## config.mk

```make
export PLATFORM = sky130hd
export DESIGN_NAME = cis_core
export DESIGN_NICKNAME = d
export VERILOG_FILES = /design/src/hdl/cis_pkg.sv /design/src/hdl/cis_core.sv
export SDC_FILE = /design/constraint.sdc
export NUM_CORES = 2
export LEC_CHECK = 0
export BUFFER_PORTS_ARGS = -buffer_cell sky130_fd_sc_hd__clkbuf_2
export CAP_MARGIN = 5
export CORE_MARGIN = 5
export CORE_UTILIZATION = 50
export DETAILED_ROUTE_END_ITERATION = 8
export GPL_TIMING_DRIVEN = 0
export PLACE_DENSITY = 0.63
export SLEW_MARGIN = 20
export SYNTH_ARGS = -nofsm -noshare
export SYNTH_HDL_FRONTEND = slang
export SYNTH_SLANG_ARGS = --single-unit
```

## constraint.sdc

```tcl
create_clock -name clock -period 26 [get_ports clock]
set_input_delay 1.3 -clock clock [delete_from_list [all_inputs] [get_ports clock]]
set_output_delay 1.3 -clock clock [all_outputs]
set_load 0.1 [all_outputs]
```

## src/hdl/cis_pkg.sv

```systemverilog
package cis_pkg;
  // register byte offsets
  localparam logic [7:0] CIS_OFF_CMD = 8'h00;
  localparam logic [7:0] CIS_OFF_ACC = 8'h04;
  localparam logic [7:0] CIS_OFF_LATCH = 8'h08;
  localparam logic [7:0] CIS_OFF_PC = 8'h0C;
  localparam logic [7:0] CIS_OFF_STATUS = 8'h10;
  localparam logic [7:0] CIS_OFF_FSEL = 8'h14;
  localparam logic [7:0] CIS_OFF_FDATA = 8'h18;
  localparam logic [7:0] CIS_OFF_STACK = 8'h1C;
  localparam logic [7:0] CIS_OFF_WDT = 8'h20;

  // command word fields
  localparam int CIS_CMD_OP_LSB = 0;
  localparam int CIS_CMD_FA_LSB = 3;
  localparam int CIS_CMD_DEST_BIT = 10;

  // status bit positions
  localparam int CIS_ST_ZERO = 0;
  localparam int CIS_ST_EXPIRY = 1;
  localparam int CIS_ST_SLEEP = 2;
  localparam int CIS_ST_BUSY = 3;

  // stack pointer occupies stack register bits 16 up
  localparam int CIS_STK_SP_LSB = 16;
  localparam int CIS_WDT_PRE_LSB = 8;

  localparam int CIS_FILE_DEPTH = 128;
  localparam int CIS_STACK_DEPTH = 16;

  localparam logic [1:0] CIS_RESP_OKAY = 2'h0;
  localparam logic [1:0] CIS_RESP_SLVERR = 2'h2;

  localparam logic [7:0] CIS_ACC_RST = 8'h00;
  localparam logic [14:0] CIS_PC_RST = 15'h0000;
  localparam logic [7:0] CIS_WDT_MAX = 8'hFF;

  typedef enum logic [2:0] {
    CIS_OP_CALL_VIA_ACCUMULATOR = 3'h0,
    CIS_OP_CLEAR_FILE_REGISTER = 3'h1,
    CIS_OP_CLEAR_ACCUMULATOR = 3'h2,
    CIS_OP_WATCHDOG_KICK = 3'h3,
    CIS_OP_COMPLEMENT_FILE = 3'h4,
    CIS_OP_DECREMENT_FILE = 3'h5,
    CIS_OP_NOP6 = 3'h6,
    CIS_OP_NOP7 = 3'h7
  } cis_op_t;

  typedef struct packed {
    logic dest;
    logic [6:0] faddr;
    cis_op_t op;
  } cis_cmd_t;
endpackage : cis_pkg

```

## src/hdl/cis_core.sv

```systemverilog
`timescale 1ns/1ps
`default_nettype none
// Function
// [RQ1] call pushes pc plus one onto stack
// [RQ2] call then loads pc from latch and accumulator
// [RQ3] call takes two instruction cycles
// [RQ4] clear file zeroes register, sets zero flag
// [RQ5] clear accumulator zeroes it, sets zero flag
// [RQ6] kick clears watchdog count and prescaler
// [RQ7] kick sets expiry and sleep flags
// [RQ8] complement file to accumulator or file
// [RQ9] decrement file to accumulator or file
// [RQ10] complement/decrement update only zero flag
module cis_core
  import cis_pkg::*;
(
  input wire logic clock,
  input wire logic rstn,
  input wire logic [7:0] s_axi_awaddr,
  input wire logic s_axi_awvalid,
  output logic s_axi_awready,
  input wire logic [31:0] s_axi_wdata,
  input wire logic [3:0] s_axi_wstrb,
  input wire logic s_axi_wvalid,
  output logic s_axi_wready,
  output logic [1:0] s_axi_bresp,
  output logic s_axi_bvalid,
  input wire logic s_axi_bready,
  input wire logic [7:0] s_axi_araddr,
  input wire logic s_axi_arvalid,
  output logic s_axi_arready,
  output logic [31:0] s_axi_rdata,
  output logic [1:0] s_axi_rresp,
  output logic s_axi_rvalid,
  input wire logic s_axi_rready
);
  typedef enum logic [1:0] {CIS_IDLE, CIS_EXEC, CIS_CALL2} cis_state_t;

  function automatic logic [31:0] cis_merge(input logic [31:0] old,
      input logic [31:0] data, input logic [3:0] strb);
    logic [31:0] res;
    res = old;
    for (int i = 0; i < 4; i++) begin
      if (strb[i]) begin
        res[i*8 +: 8] = data[i*8 +: 8];
      end
    end
    return res;
  endfunction : cis_merge

  function automatic logic cis_is_zero(input logic [7:0] v);
    return v == 8'h00;
  endfunction : cis_is_zero

  cis_state_t state_r;
  cis_cmd_t cmd_r;
  logic [7:0] acc_r;
  logic [6:0] latch_r;
  logic [14:0] pc_r;
  logic zero_r;
  logic expiry_r;
  logic sleep_r;
  logic [6:0] fsel_r;
  logic [7:0] file_mem [CIS_FILE_DEPTH];
  logic [14:0] stack_mem [CIS_STACK_DEPTH];
  logic [3:0] sp_r;
  logic [7:0] wdt_cnt_r;
  logic [7:0] wdt_pre_r;

  logic aw_have_r;
  logic w_have_r;
  logic [7:0] aw_addr_r;
  logic [31:0] w_data_r;
  logic [3:0] w_strb_r;

  logic wr_go;
  logic exec;
  logic [7:0] fval;
  logic [7:0] alu;
  logic [31:0] rd_val;
  logic rd_ok;
  logic wr_ok;

  // register writes wait for idle so they never race an instruction
  assign wr_go = aw_have_r && w_have_r && !s_axi_bvalid
                 && (state_r == CIS_IDLE);
  assign exec = (state_r == CIS_EXEC);
  assign fval = file_mem[cmd_r.faddr];
  assign alu = (cmd_r.op == CIS_OP_COMPLEMENT_FILE) ? ~fval // RQ8
               : fval - 8'h01; // RQ9

  always_comb begin
    case (aw_addr_r)
      CIS_OFF_CMD, CIS_OFF_ACC, CIS_OFF_LATCH, CIS_OFF_PC,
      CIS_OFF_STATUS, CIS_OFF_FSEL, CIS_OFF_FDATA: wr_ok = 1'b1;
      default: wr_ok = 1'b0;
    endcase
  end

  // write address and data channels, taken in either order
  always_ff @(posedge clock) begin
    if (!rstn) begin
      aw_have_r <= 1'b0;
      w_have_r <= 1'b0;
      aw_addr_r <= 8'h00;
      w_data_r <= 32'h00000000;
      w_strb_r <= 4'h0;
      s_axi_awready <= 1'b1;
      s_axi_wready <= 1'b1;
      s_axi_bvalid <= 1'b0;
      s_axi_bresp <= CIS_RESP_OKAY;
    end else begin
      if (s_axi_awvalid && s_axi_awready) begin
        aw_have_r <= 1'b1;
        aw_addr_r <= {s_axi_awaddr[7:2], 2'b00};
        s_axi_awready <= 1'b0;
      end
      if (s_axi_wvalid && s_axi_wready) begin
        w_have_r <= 1'b1;
        w_data_r <= s_axi_wdata;
        w_strb_r <= s_axi_wstrb;
        s_axi_wready <= 1'b0;
      end
      if (wr_go) begin
        s_axi_bvalid <= 1'b1;
        s_axi_bresp <= wr_ok ? CIS_RESP_OKAY : CIS_RESP_SLVERR;
      end
      if (s_axi_bvalid && s_axi_bready) begin
        s_axi_bvalid <= 1'b0;
        aw_have_r <= 1'b0;
        w_have_r <= 1'b0;
        s_axi_awready <= 1'b1;
        s_axi_wready <= 1'b1;
      end
    end
  end

  // sequencer: a command write starts one instruction
  always_ff @(posedge clock) begin
    if (!rstn) begin
      state_r <= CIS_IDLE;
      cmd_r <= '0;
    end else begin
      case (state_r)
        CIS_IDLE: begin
          if (wr_go && aw_addr_r == CIS_OFF_CMD && w_strb_r[0]) begin
            cmd_r <= cis_cmd_t'(w_data_r[CIS_CMD_DEST_BIT:0]);
            state_r <= CIS_EXEC;
          end
        end
        CIS_EXEC: begin
          if (cmd_r.op == CIS_OP_CALL_VIA_ACCUMULATOR) begin
            state_r <= CIS_CALL2; // RQ3
          end else begin
            state_r <= CIS_IDLE;
          end
        end
        CIS_CALL2: state_r <= CIS_IDLE;
        default: state_r <= CIS_IDLE;
      endcase
    end
  end

  // program counter and return stack
  always_ff @(posedge clock) begin
    if (!rstn) begin
      pc_r <= CIS_PC_RST;
      sp_r <= 4'h0;
    end else if (exec) begin
      if (cmd_r.op == CIS_OP_CALL_VIA_ACCUMULATOR) begin
        stack_mem[sp_r] <= pc_r + 15'h0001; // RQ1
        sp_r <= sp_r + 4'h1; // RQ1
      end else begin
        pc_r <= pc_r + 15'h0001;
      end
    end else if (state_r == CIS_CALL2) begin
      pc_r <= {latch_r, acc_r}; // RQ2
    end else if (wr_go && aw_addr_r == CIS_OFF_PC) begin
      pc_r <= 15'(cis_merge({17'h0, pc_r}, w_data_r, w_strb_r));
    end
  end

  // accumulator and upper latch
  always_ff @(posedge clock) begin
    if (!rstn) begin
      acc_r <= CIS_ACC_RST;
      latch_r <= 7'h00;
    end else if (exec) begin
      case (cmd_r.op)
        CIS_OP_CLEAR_ACCUMULATOR: acc_r <= 8'h00; // RQ5
        CIS_OP_COMPLEMENT_FILE, CIS_OP_DECREMENT_FILE: begin
          if (!cmd_r.dest) begin
            acc_r <= alu; // RQ8 RQ9
          end
        end
        default: acc_r <= acc_r;
      endcase
    end else if (wr_go && aw_addr_r == CIS_OFF_ACC) begin
      acc_r <= 8'(cis_merge({24'h0, acc_r}, w_data_r, w_strb_r));
    end else if (wr_go && aw_addr_r == CIS_OFF_LATCH) begin
      latch_r <= 7'(cis_merge({25'h0, latch_r}, w_data_r, w_strb_r));
    end
  end

  // file registers; no reset, contents undefined until written
  always_ff @(posedge clock) begin
    if (exec) begin
      case (cmd_r.op)
        CIS_OP_CLEAR_FILE_REGISTER: file_mem[cmd_r.faddr] <= 8'h00; // RQ4
        CIS_OP_COMPLEMENT_FILE, CIS_OP_DECREMENT_FILE: begin
          if (cmd_r.dest) begin
            file_mem[cmd_r.faddr] <= alu; // RQ8 RQ9
          end
        end
        default: ;
      endcase
    end else if (wr_go && aw_addr_r == CIS_OFF_FDATA && w_strb_r[0]) begin
      file_mem[fsel_r] <= w_data_r[7:0];
    end
  end

  always_ff @(posedge clock) begin
    if (!rstn) begin
      fsel_r <= 7'h00;
    end else if (wr_go && aw_addr_r == CIS_OFF_FSEL && w_strb_r[0]) begin
      fsel_r <= w_data_r[6:0];
    end
  end

  // zero flag
  always_ff @(posedge clock) begin
    if (!rstn) begin
      zero_r <= 1'b0;
    end else if (exec) begin
      case (cmd_r.op)
        CIS_OP_CLEAR_FILE_REGISTER: zero_r <= 1'b1; // RQ4
        CIS_OP_CLEAR_ACCUMULATOR: zero_r <= 1'b1; // RQ5
        CIS_OP_COMPLEMENT_FILE, CIS_OP_DECREMENT_FILE: begin
          zero_r <= cis_is_zero(alu); // RQ10
        end
        default: zero_r <= zero_r;
      endcase
    end else if (wr_go && aw_addr_r == CIS_OFF_STATUS && w_strb_r[0]) begin
      zero_r <= w_data_r[CIS_ST_ZERO];
    end
  end

  // watchdog: prescaler ticks every clock, count on prescaler wrap
  logic kick;
  logic wdt_fire;
  assign kick = exec && (cmd_r.op == CIS_OP_WATCHDOG_KICK);
  assign wdt_fire = (wdt_cnt_r == CIS_WDT_MAX) && (wdt_pre_r == CIS_WDT_MAX);

  always_ff @(posedge clock) begin
    if (!rstn || kick) begin
      wdt_cnt_r <= 8'h00; // RQ6
      wdt_pre_r <= 8'h00; // RQ6
    end else begin
      wdt_pre_r <= wdt_pre_r + 8'h01;
      if (wdt_pre_r == CIS_WDT_MAX) begin
        wdt_cnt_r <= wdt_cnt_r + 8'h01;
      end
    end
  end

  // expiry flag reads 0 after a timeout; hardware event beats sw write
  always_ff @(posedge clock) begin
    if (!rstn) begin
      expiry_r <= 1'b1;
      sleep_r <= 1'b1;
    end else if (kick) begin
      expiry_r <= 1'b1; // RQ7
      sleep_r <= 1'b1; // RQ7
    end else begin
      if (wdt_fire) begin
        expiry_r <= 1'b0;
      end else if (wr_go && aw_addr_r == CIS_OFF_STATUS && w_strb_r[0]) begin
        expiry_r <= w_data_r[CIS_ST_EXPIRY];
      end
      if (wr_go && aw_addr_r == CIS_OFF_STATUS && w_strb_r[0]) begin
        sleep_r <= w_data_r[CIS_ST_SLEEP];
      end
    end
  end

  // read channel
  always_comb begin
    rd_val = 32'h00000000;
    rd_ok = 1'b1;
    case ({s_axi_araddr[7:2], 2'b00})
      CIS_OFF_CMD: rd_val = {21'h0, cmd_r};
      CIS_OFF_ACC: rd_val = {24'h0, acc_r};
      CIS_OFF_LATCH: rd_val = {25'h0, latch_r};
      CIS_OFF_PC: rd_val = {17'h0, pc_r};
      CIS_OFF_STATUS: begin
        rd_val[CIS_ST_ZERO] = zero_r;
        rd_val[CIS_ST_EXPIRY] = expiry_r;
        rd_val[CIS_ST_SLEEP] = sleep_r;
        rd_val[CIS_ST_BUSY] = (state_r != CIS_IDLE);
      end
      CIS_OFF_FSEL: rd_val = {25'h0, fsel_r};
      CIS_OFF_FDATA: rd_val = {24'h0, file_mem[fsel_r]};
      CIS_OFF_STACK: begin
        rd_val[14:0] = stack_mem[sp_r - 4'h1];
        rd_val[CIS_STK_SP_LSB +: 4] = sp_r;
      end
      CIS_OFF_WDT: rd_val = {16'h0, wdt_pre_r, wdt_cnt_r};
      default: rd_ok = 1'b0;
    endcase
  end

  always_ff @(posedge clock) begin
    if (!rstn) begin
      s_axi_arready <= 1'b1;
      s_axi_rvalid <= 1'b0;
      s_axi_rdata <= 32'h00000000;
      s_axi_rresp <= CIS_RESP_OKAY;
    end else if (s_axi_arvalid && s_axi_arready) begin
      s_axi_arready <= 1'b0;
      s_axi_rvalid <= 1'b1;
      s_axi_rdata <= rd_val;
      s_axi_rresp <= rd_ok ? CIS_RESP_OKAY : CIS_RESP_SLVERR;
    end else if (s_axi_rvalid && s_axi_rready) begin
      s_axi_rvalid <= 1'b0;
      s_axi_arready <= 1'b1;
    end
  end
endmodule : cis_core
`default_nettype wire

```

# == Word level (Yosys, flattened, before mapping) ==
# Memories as Yosys holds them, arrays and structs flattened. A register that Yosys moved wholly into a read port is not among the register bits.
# Cells that the tools add are included.
# totals
ff_bits,127
ram_bits,1264
input_bits,59
elab_cells,174
n_memories,2
# mem_list
name,depth,word_bits,read_ports,rd_clocked_by_memory_dff,wr,line_no,text
file_mem,128,8,2,2,1,cis_core.sv:64,logic [7:0] file_mem [CIS_FILE_DEPTH];
stack_mem,16,15,1,0,1,cis_core.sv:65,logic [14:0] stack_mem [CIS_STACK_DEPTH];
# classes
n_addsub,6
eq_ne,28
mux,53
bitwise,5
reduce_logical,52
# op_table
operator,count
$pmux W11 S8,1
$mux W15,4
$mux W8,7
$eq A6 B3 Y1 const B,7
$mux W7,6
$pmux W4 S9,1
$mux W1,26
$eq A6 B2 Y1 const B,4
$logic_and A1 B1 Y1,21
$add A8 B1 Y8 const B,2
$eq A8 B8 Y1 const B,2
$logic_not A8 Y1,2
$pmux W8 S2,1
$add A15 B1 Y15 const B,1
$eq A6 B1 Y1 const B,2
$reduce_bool A2 Y1,6
$reduce_bool A3 Y1,3
$reduce_or A9 Y1,1
$mux W2,4
$not A8 Y8,1
$reduce_and A4 Y1,2
$reduce_or A2 Y1,4
$reduce_or A8 Y1,1
$sub A8 B1 Y8 const B,1
26 further kinds,34

# == Longest topological paths before layout ==
# depth
word_depth,10
ltp_mapped,17
depth_no_buf,13

# == Worst setup path after synthesis ==
# OpenSTA, ideal clock, no wires.
# synth_timing
kind,register -> register
start,register with a tool-made name
end,"memory file_mem[0][3], data pin"
setup_ps,1197
t_arrival_ps,7356
setup_slack_ps,17447
path_stages_with_launch,14
period_less_slack_ps,8553
path_cell_list,dfxtp_1 > buf_2 > buf_6 > buf_6 > buf_2 > mux2i_1 > o22ai_1 > a2111oi_0 > nand2_1 > nand4_1 > nor3_1 > o31ai_1 > xnor2_1 > o21ai_0
# synth_lines
item,line_no
to (decl),cis_core.sv:64

==> impl_metrics.yaml <==
placed_design:
  place_area_sq_mm: 0.0679
  place_congestion: 1.06
  dp_hpwl_um: 169000
  io_buffers: 59
  dp_slack_ns: 19.51
route:
  antenna_left: 0
  num_vias: 41000
  dr.pass1.iters: 7
  avgViaCountPerCell: 7.25
  drt_wl_total_um: 242000
  drc_errors: 0
  drt_iter0_markers: 7043
  wire_per_inst_um: 42.9
min_path:
  min_path_type: "reg2reg"
  min_from: "s_axi_rdata[15]"
  whs_path_depth: 2
  holdPathEnd: "s_axi_rdata[15]"
critical_path:
  slowest_delay_ns: 1.03
  worstSetupStartpointType: "register"
  crit_chain: "clkbuf_1 > buf_2 > inv_1 > nor2_1 > clkbuf_1 > a221oi_1 > nand2_1 > nand4_1 > nor2_1 > nand3_2 > o21ai_1 > xor2_1 > a22o_4 > buf_16"
  end_kind: "register"
  critPathMaxFanout: 65
  reg2reg_to: "file_mem[72][6]"
  cp_data_required_time_ns: 26.58
  critical_path_class: "reg2reg"
  r2r_slack_ns: 18.96
  cp_slowest_cell: "clkbuf_1"
  r2r_cells: 14
  crit_arrival_ns: 7.62
clocking:
  clockBufferDepth: 3
  cts_resized: 0
  cts_tree: "yes"
  cts_hold_buffers: 0
  cts-htree-levels: 4
  post_cts_buffers: 0
  clk_pin_slew_worst_paths_ns: 0.06
  numCtsBuffers: 149
  root_buffer: "clkbuf_16"
  clock_latency_ns: 0.81
  clkSinkCount: 1403
floorplanning:
  io_pins: 100
  placementRows: 131
  dieArea_sq_mm: 0.135
  core_region_area_sq_mm: 0.127
  die_w_um: 367
  fp.dieH_um: 367
  start_util: 0.502
synthesis:
  synth_top_family_by_area: "multiplexers"
  synth_edf_count: 1264
  synth_area_leaders: "edfxtp_1, mux4_2, dfxtp_1"
  syn_inst: 3573
  yosysSeqAreaShare: 0.638
  netlist_area_sq_mm: 0.0639
  synth_xor_area_frac: 0.00494
  synthSimpleGateAreaFrac: 0.0477
  synthArstFlopShare: 0
  synth_fa_ha_area_frac: 0.00215
  synthMuxAreaShare: 0.252
  ys_types: 70
  yosysWarnings: 0
  yosys_register_bits: 1403
  synth_flop_cell: "edfxtp_1"
  synth_area_per_cell_sq_um: 17.9
  synth_compound_area_frac: 0.0346
  synthDominantCellAreaShare: 0.594
  synth_top_cell_by_area: "edfxtp_1"
power:
  p_per_area_mw_per_mm2: 63.0
  power_leakage_nw: 19.3
  max-vdd-ir-drop_mv: 0.0697
timing:
  finalCritPeriodShare: 0.271
  min_period_ns: 7.04
  hold_viol_final: 0
  holdWs_ns: 0.456
  clock-skew-final_ns: 0.0347
  grt_setup_unrepaired: "no"
  worst_slew_pin_slew_ns: 1.40
  finalSetupViolations: 0
  drv_slew: 0
  layout_setup_ws_ns: 18.96
  maxSlewHeadroom: 0.0698
  fin_setup_tns_ns: 0
  max_freq_mhz: 142
outcome:
  status: "completed"
layout:
  drive_gt1_frac: 0.301
  regArea_sq_mm: 0.0407
  multi_input_area_sq_mm: 0.0222
  stdcell_area_sq_mm: 0.0727
  syn2layout_area_growth_pct: 13.8
  fillers: 9597
  nets: 3927
global_routing:
  grt-ovfl-total: 0
  grt_max_degree: 69
  antenna_found_initial: 20
  grt_pass1_wl_um: 327000
  grt_pass1_vias: 39300
  grt.total_usage: 0.357
flow_run:
  max_cap_viol_count: 0
critical path, delay by kind of cell (launching register included):
kind,cells,cell delay (ns)
AOI/OAI and AO/OA,3,1.19
buffers and inverters,5,3.20
xor gates and xnor gates,1,0.28
DFF,1,0.31
and+or+nand+nor,5,1.72
worst max path at each step:
stage / from / to / slack (ns) / cells past startpoint
floorplan: register / file_mem[0][3] / 17.45 / 13
global placement: register / file_mem[92][3] / 7.37 / 11
detailed placement: register / file_mem[70][7] / 19.51 / 12
CTS: register / file_mem[93][7] / 19.45 / 12
global route: register / file_mem[72][6] / 19.07 / 14
finish: register / file_mem[72][6] / 18.96 / 14
metal layers:
metal,share of wire,GRT usage,vias to the layer above
met5,0.00028,0.00142,-
met4,0.084,0.236,6
met3,0.15,0.162,859
met2,0.43,0.513,3540
met1,0.34,0.436,21200
li1,-,-,15400
placed cells by master (no fill, tap or decap), drive strengths merged, types with 33 or more instances in the layout:
cell type | netlist | routed
a22oi | 33 | 33
nor2 | 270 | 270
mux2i | 171 | 171
clkbuf | 141 | 392
mux4 | 629 | 629
edfxtp | 1264 | 1264
buf | 126 | 187
nand3 | 53 | 53
clkinv | 0 | 55
o21ai | 46 | 46
dfxtp | 139 | 139
nand2 | 241 | 241
a21oi | 78 | 78
power breakdown:
group | total [mW] | switching [mW] | internal (mW)
logic | 0.0493 | 0.0373 | 0.0120
registers | 2.43 | 0.00461 | 2.42
clock network | 2.10 | 0.927 | 1.17
total | 4.58 | 0.968 | 3.61
synth_stat cells (15+ instances only):
master	count
a21oi_1	78
a211oi_1	15
o21ai_0	42
dfxtp_1	139
clkbuf_1	141
inv_1	19
mux2_2	17
mux4_2	629
xor2_1	16
nand3b_1	16
xnor2_1	20
nand3_1	52
a32oi_1	17
o211ai_1	17
buf_2	53
nand2_1	241
nor2b_1	17
buf_4	45
o22ai_1	25
edfxtp_1	1264
nor3_1	15
nor2_1	270
o221ai_1	17
a22oi_1	33
mux2i_1	171
buf_1	21
metrics by stage:
stage,std cells,power (mW),utilization
finish,5657,4.58,0.571
global route,5640,4.68,0.571
CTS,5638,4.58,0.571
detailed placement,5367,2.52,0.534
global placement,5307,2.52,0.521
floorplan,3586,2.51,-
area by class of cell:
cell class	instances	share of cell area
sequential	1403	0.561
multi-input combinational	1896	0.306
clock buffer	192	0.0544
tap	1662	0.0286
timing repair buffer	120	0.0204
buffer	267	0.0185
clock inverter	79	0.0104
inverter	20	0.00103
antenna	18	0.000620
cells by family (layout without fill, tap and decap cells):
kind of cell	Yosys count	count (layout)
flip-flops	1403	1403
multiplexers	817	817
AND/OR/NAND/NOR	695	695
AO/OA/AOI/OAI	323	323
buffers and inverters	287	678
XOR/XNOR	36	36
adder cells (fa/ha/maj)	11	11
other	1	32
flip-flops by register name, indices dropped and copies added (netlist names), 2 cells and up, named ones only:
signal       cells
file_mem      1024
state_r          2
stack_mem      240
w_data_r        15
wdt_cnt_r        8
cmd_r           11
acc_r            8
w_strb_r         2
wdt_pre_r        8
aw_addr_r        6
fsel_r           7
pc_r            15
latch_r          7
s_axi_rdata     20
sp_r             4
Power figures use the tool's default switching activity.
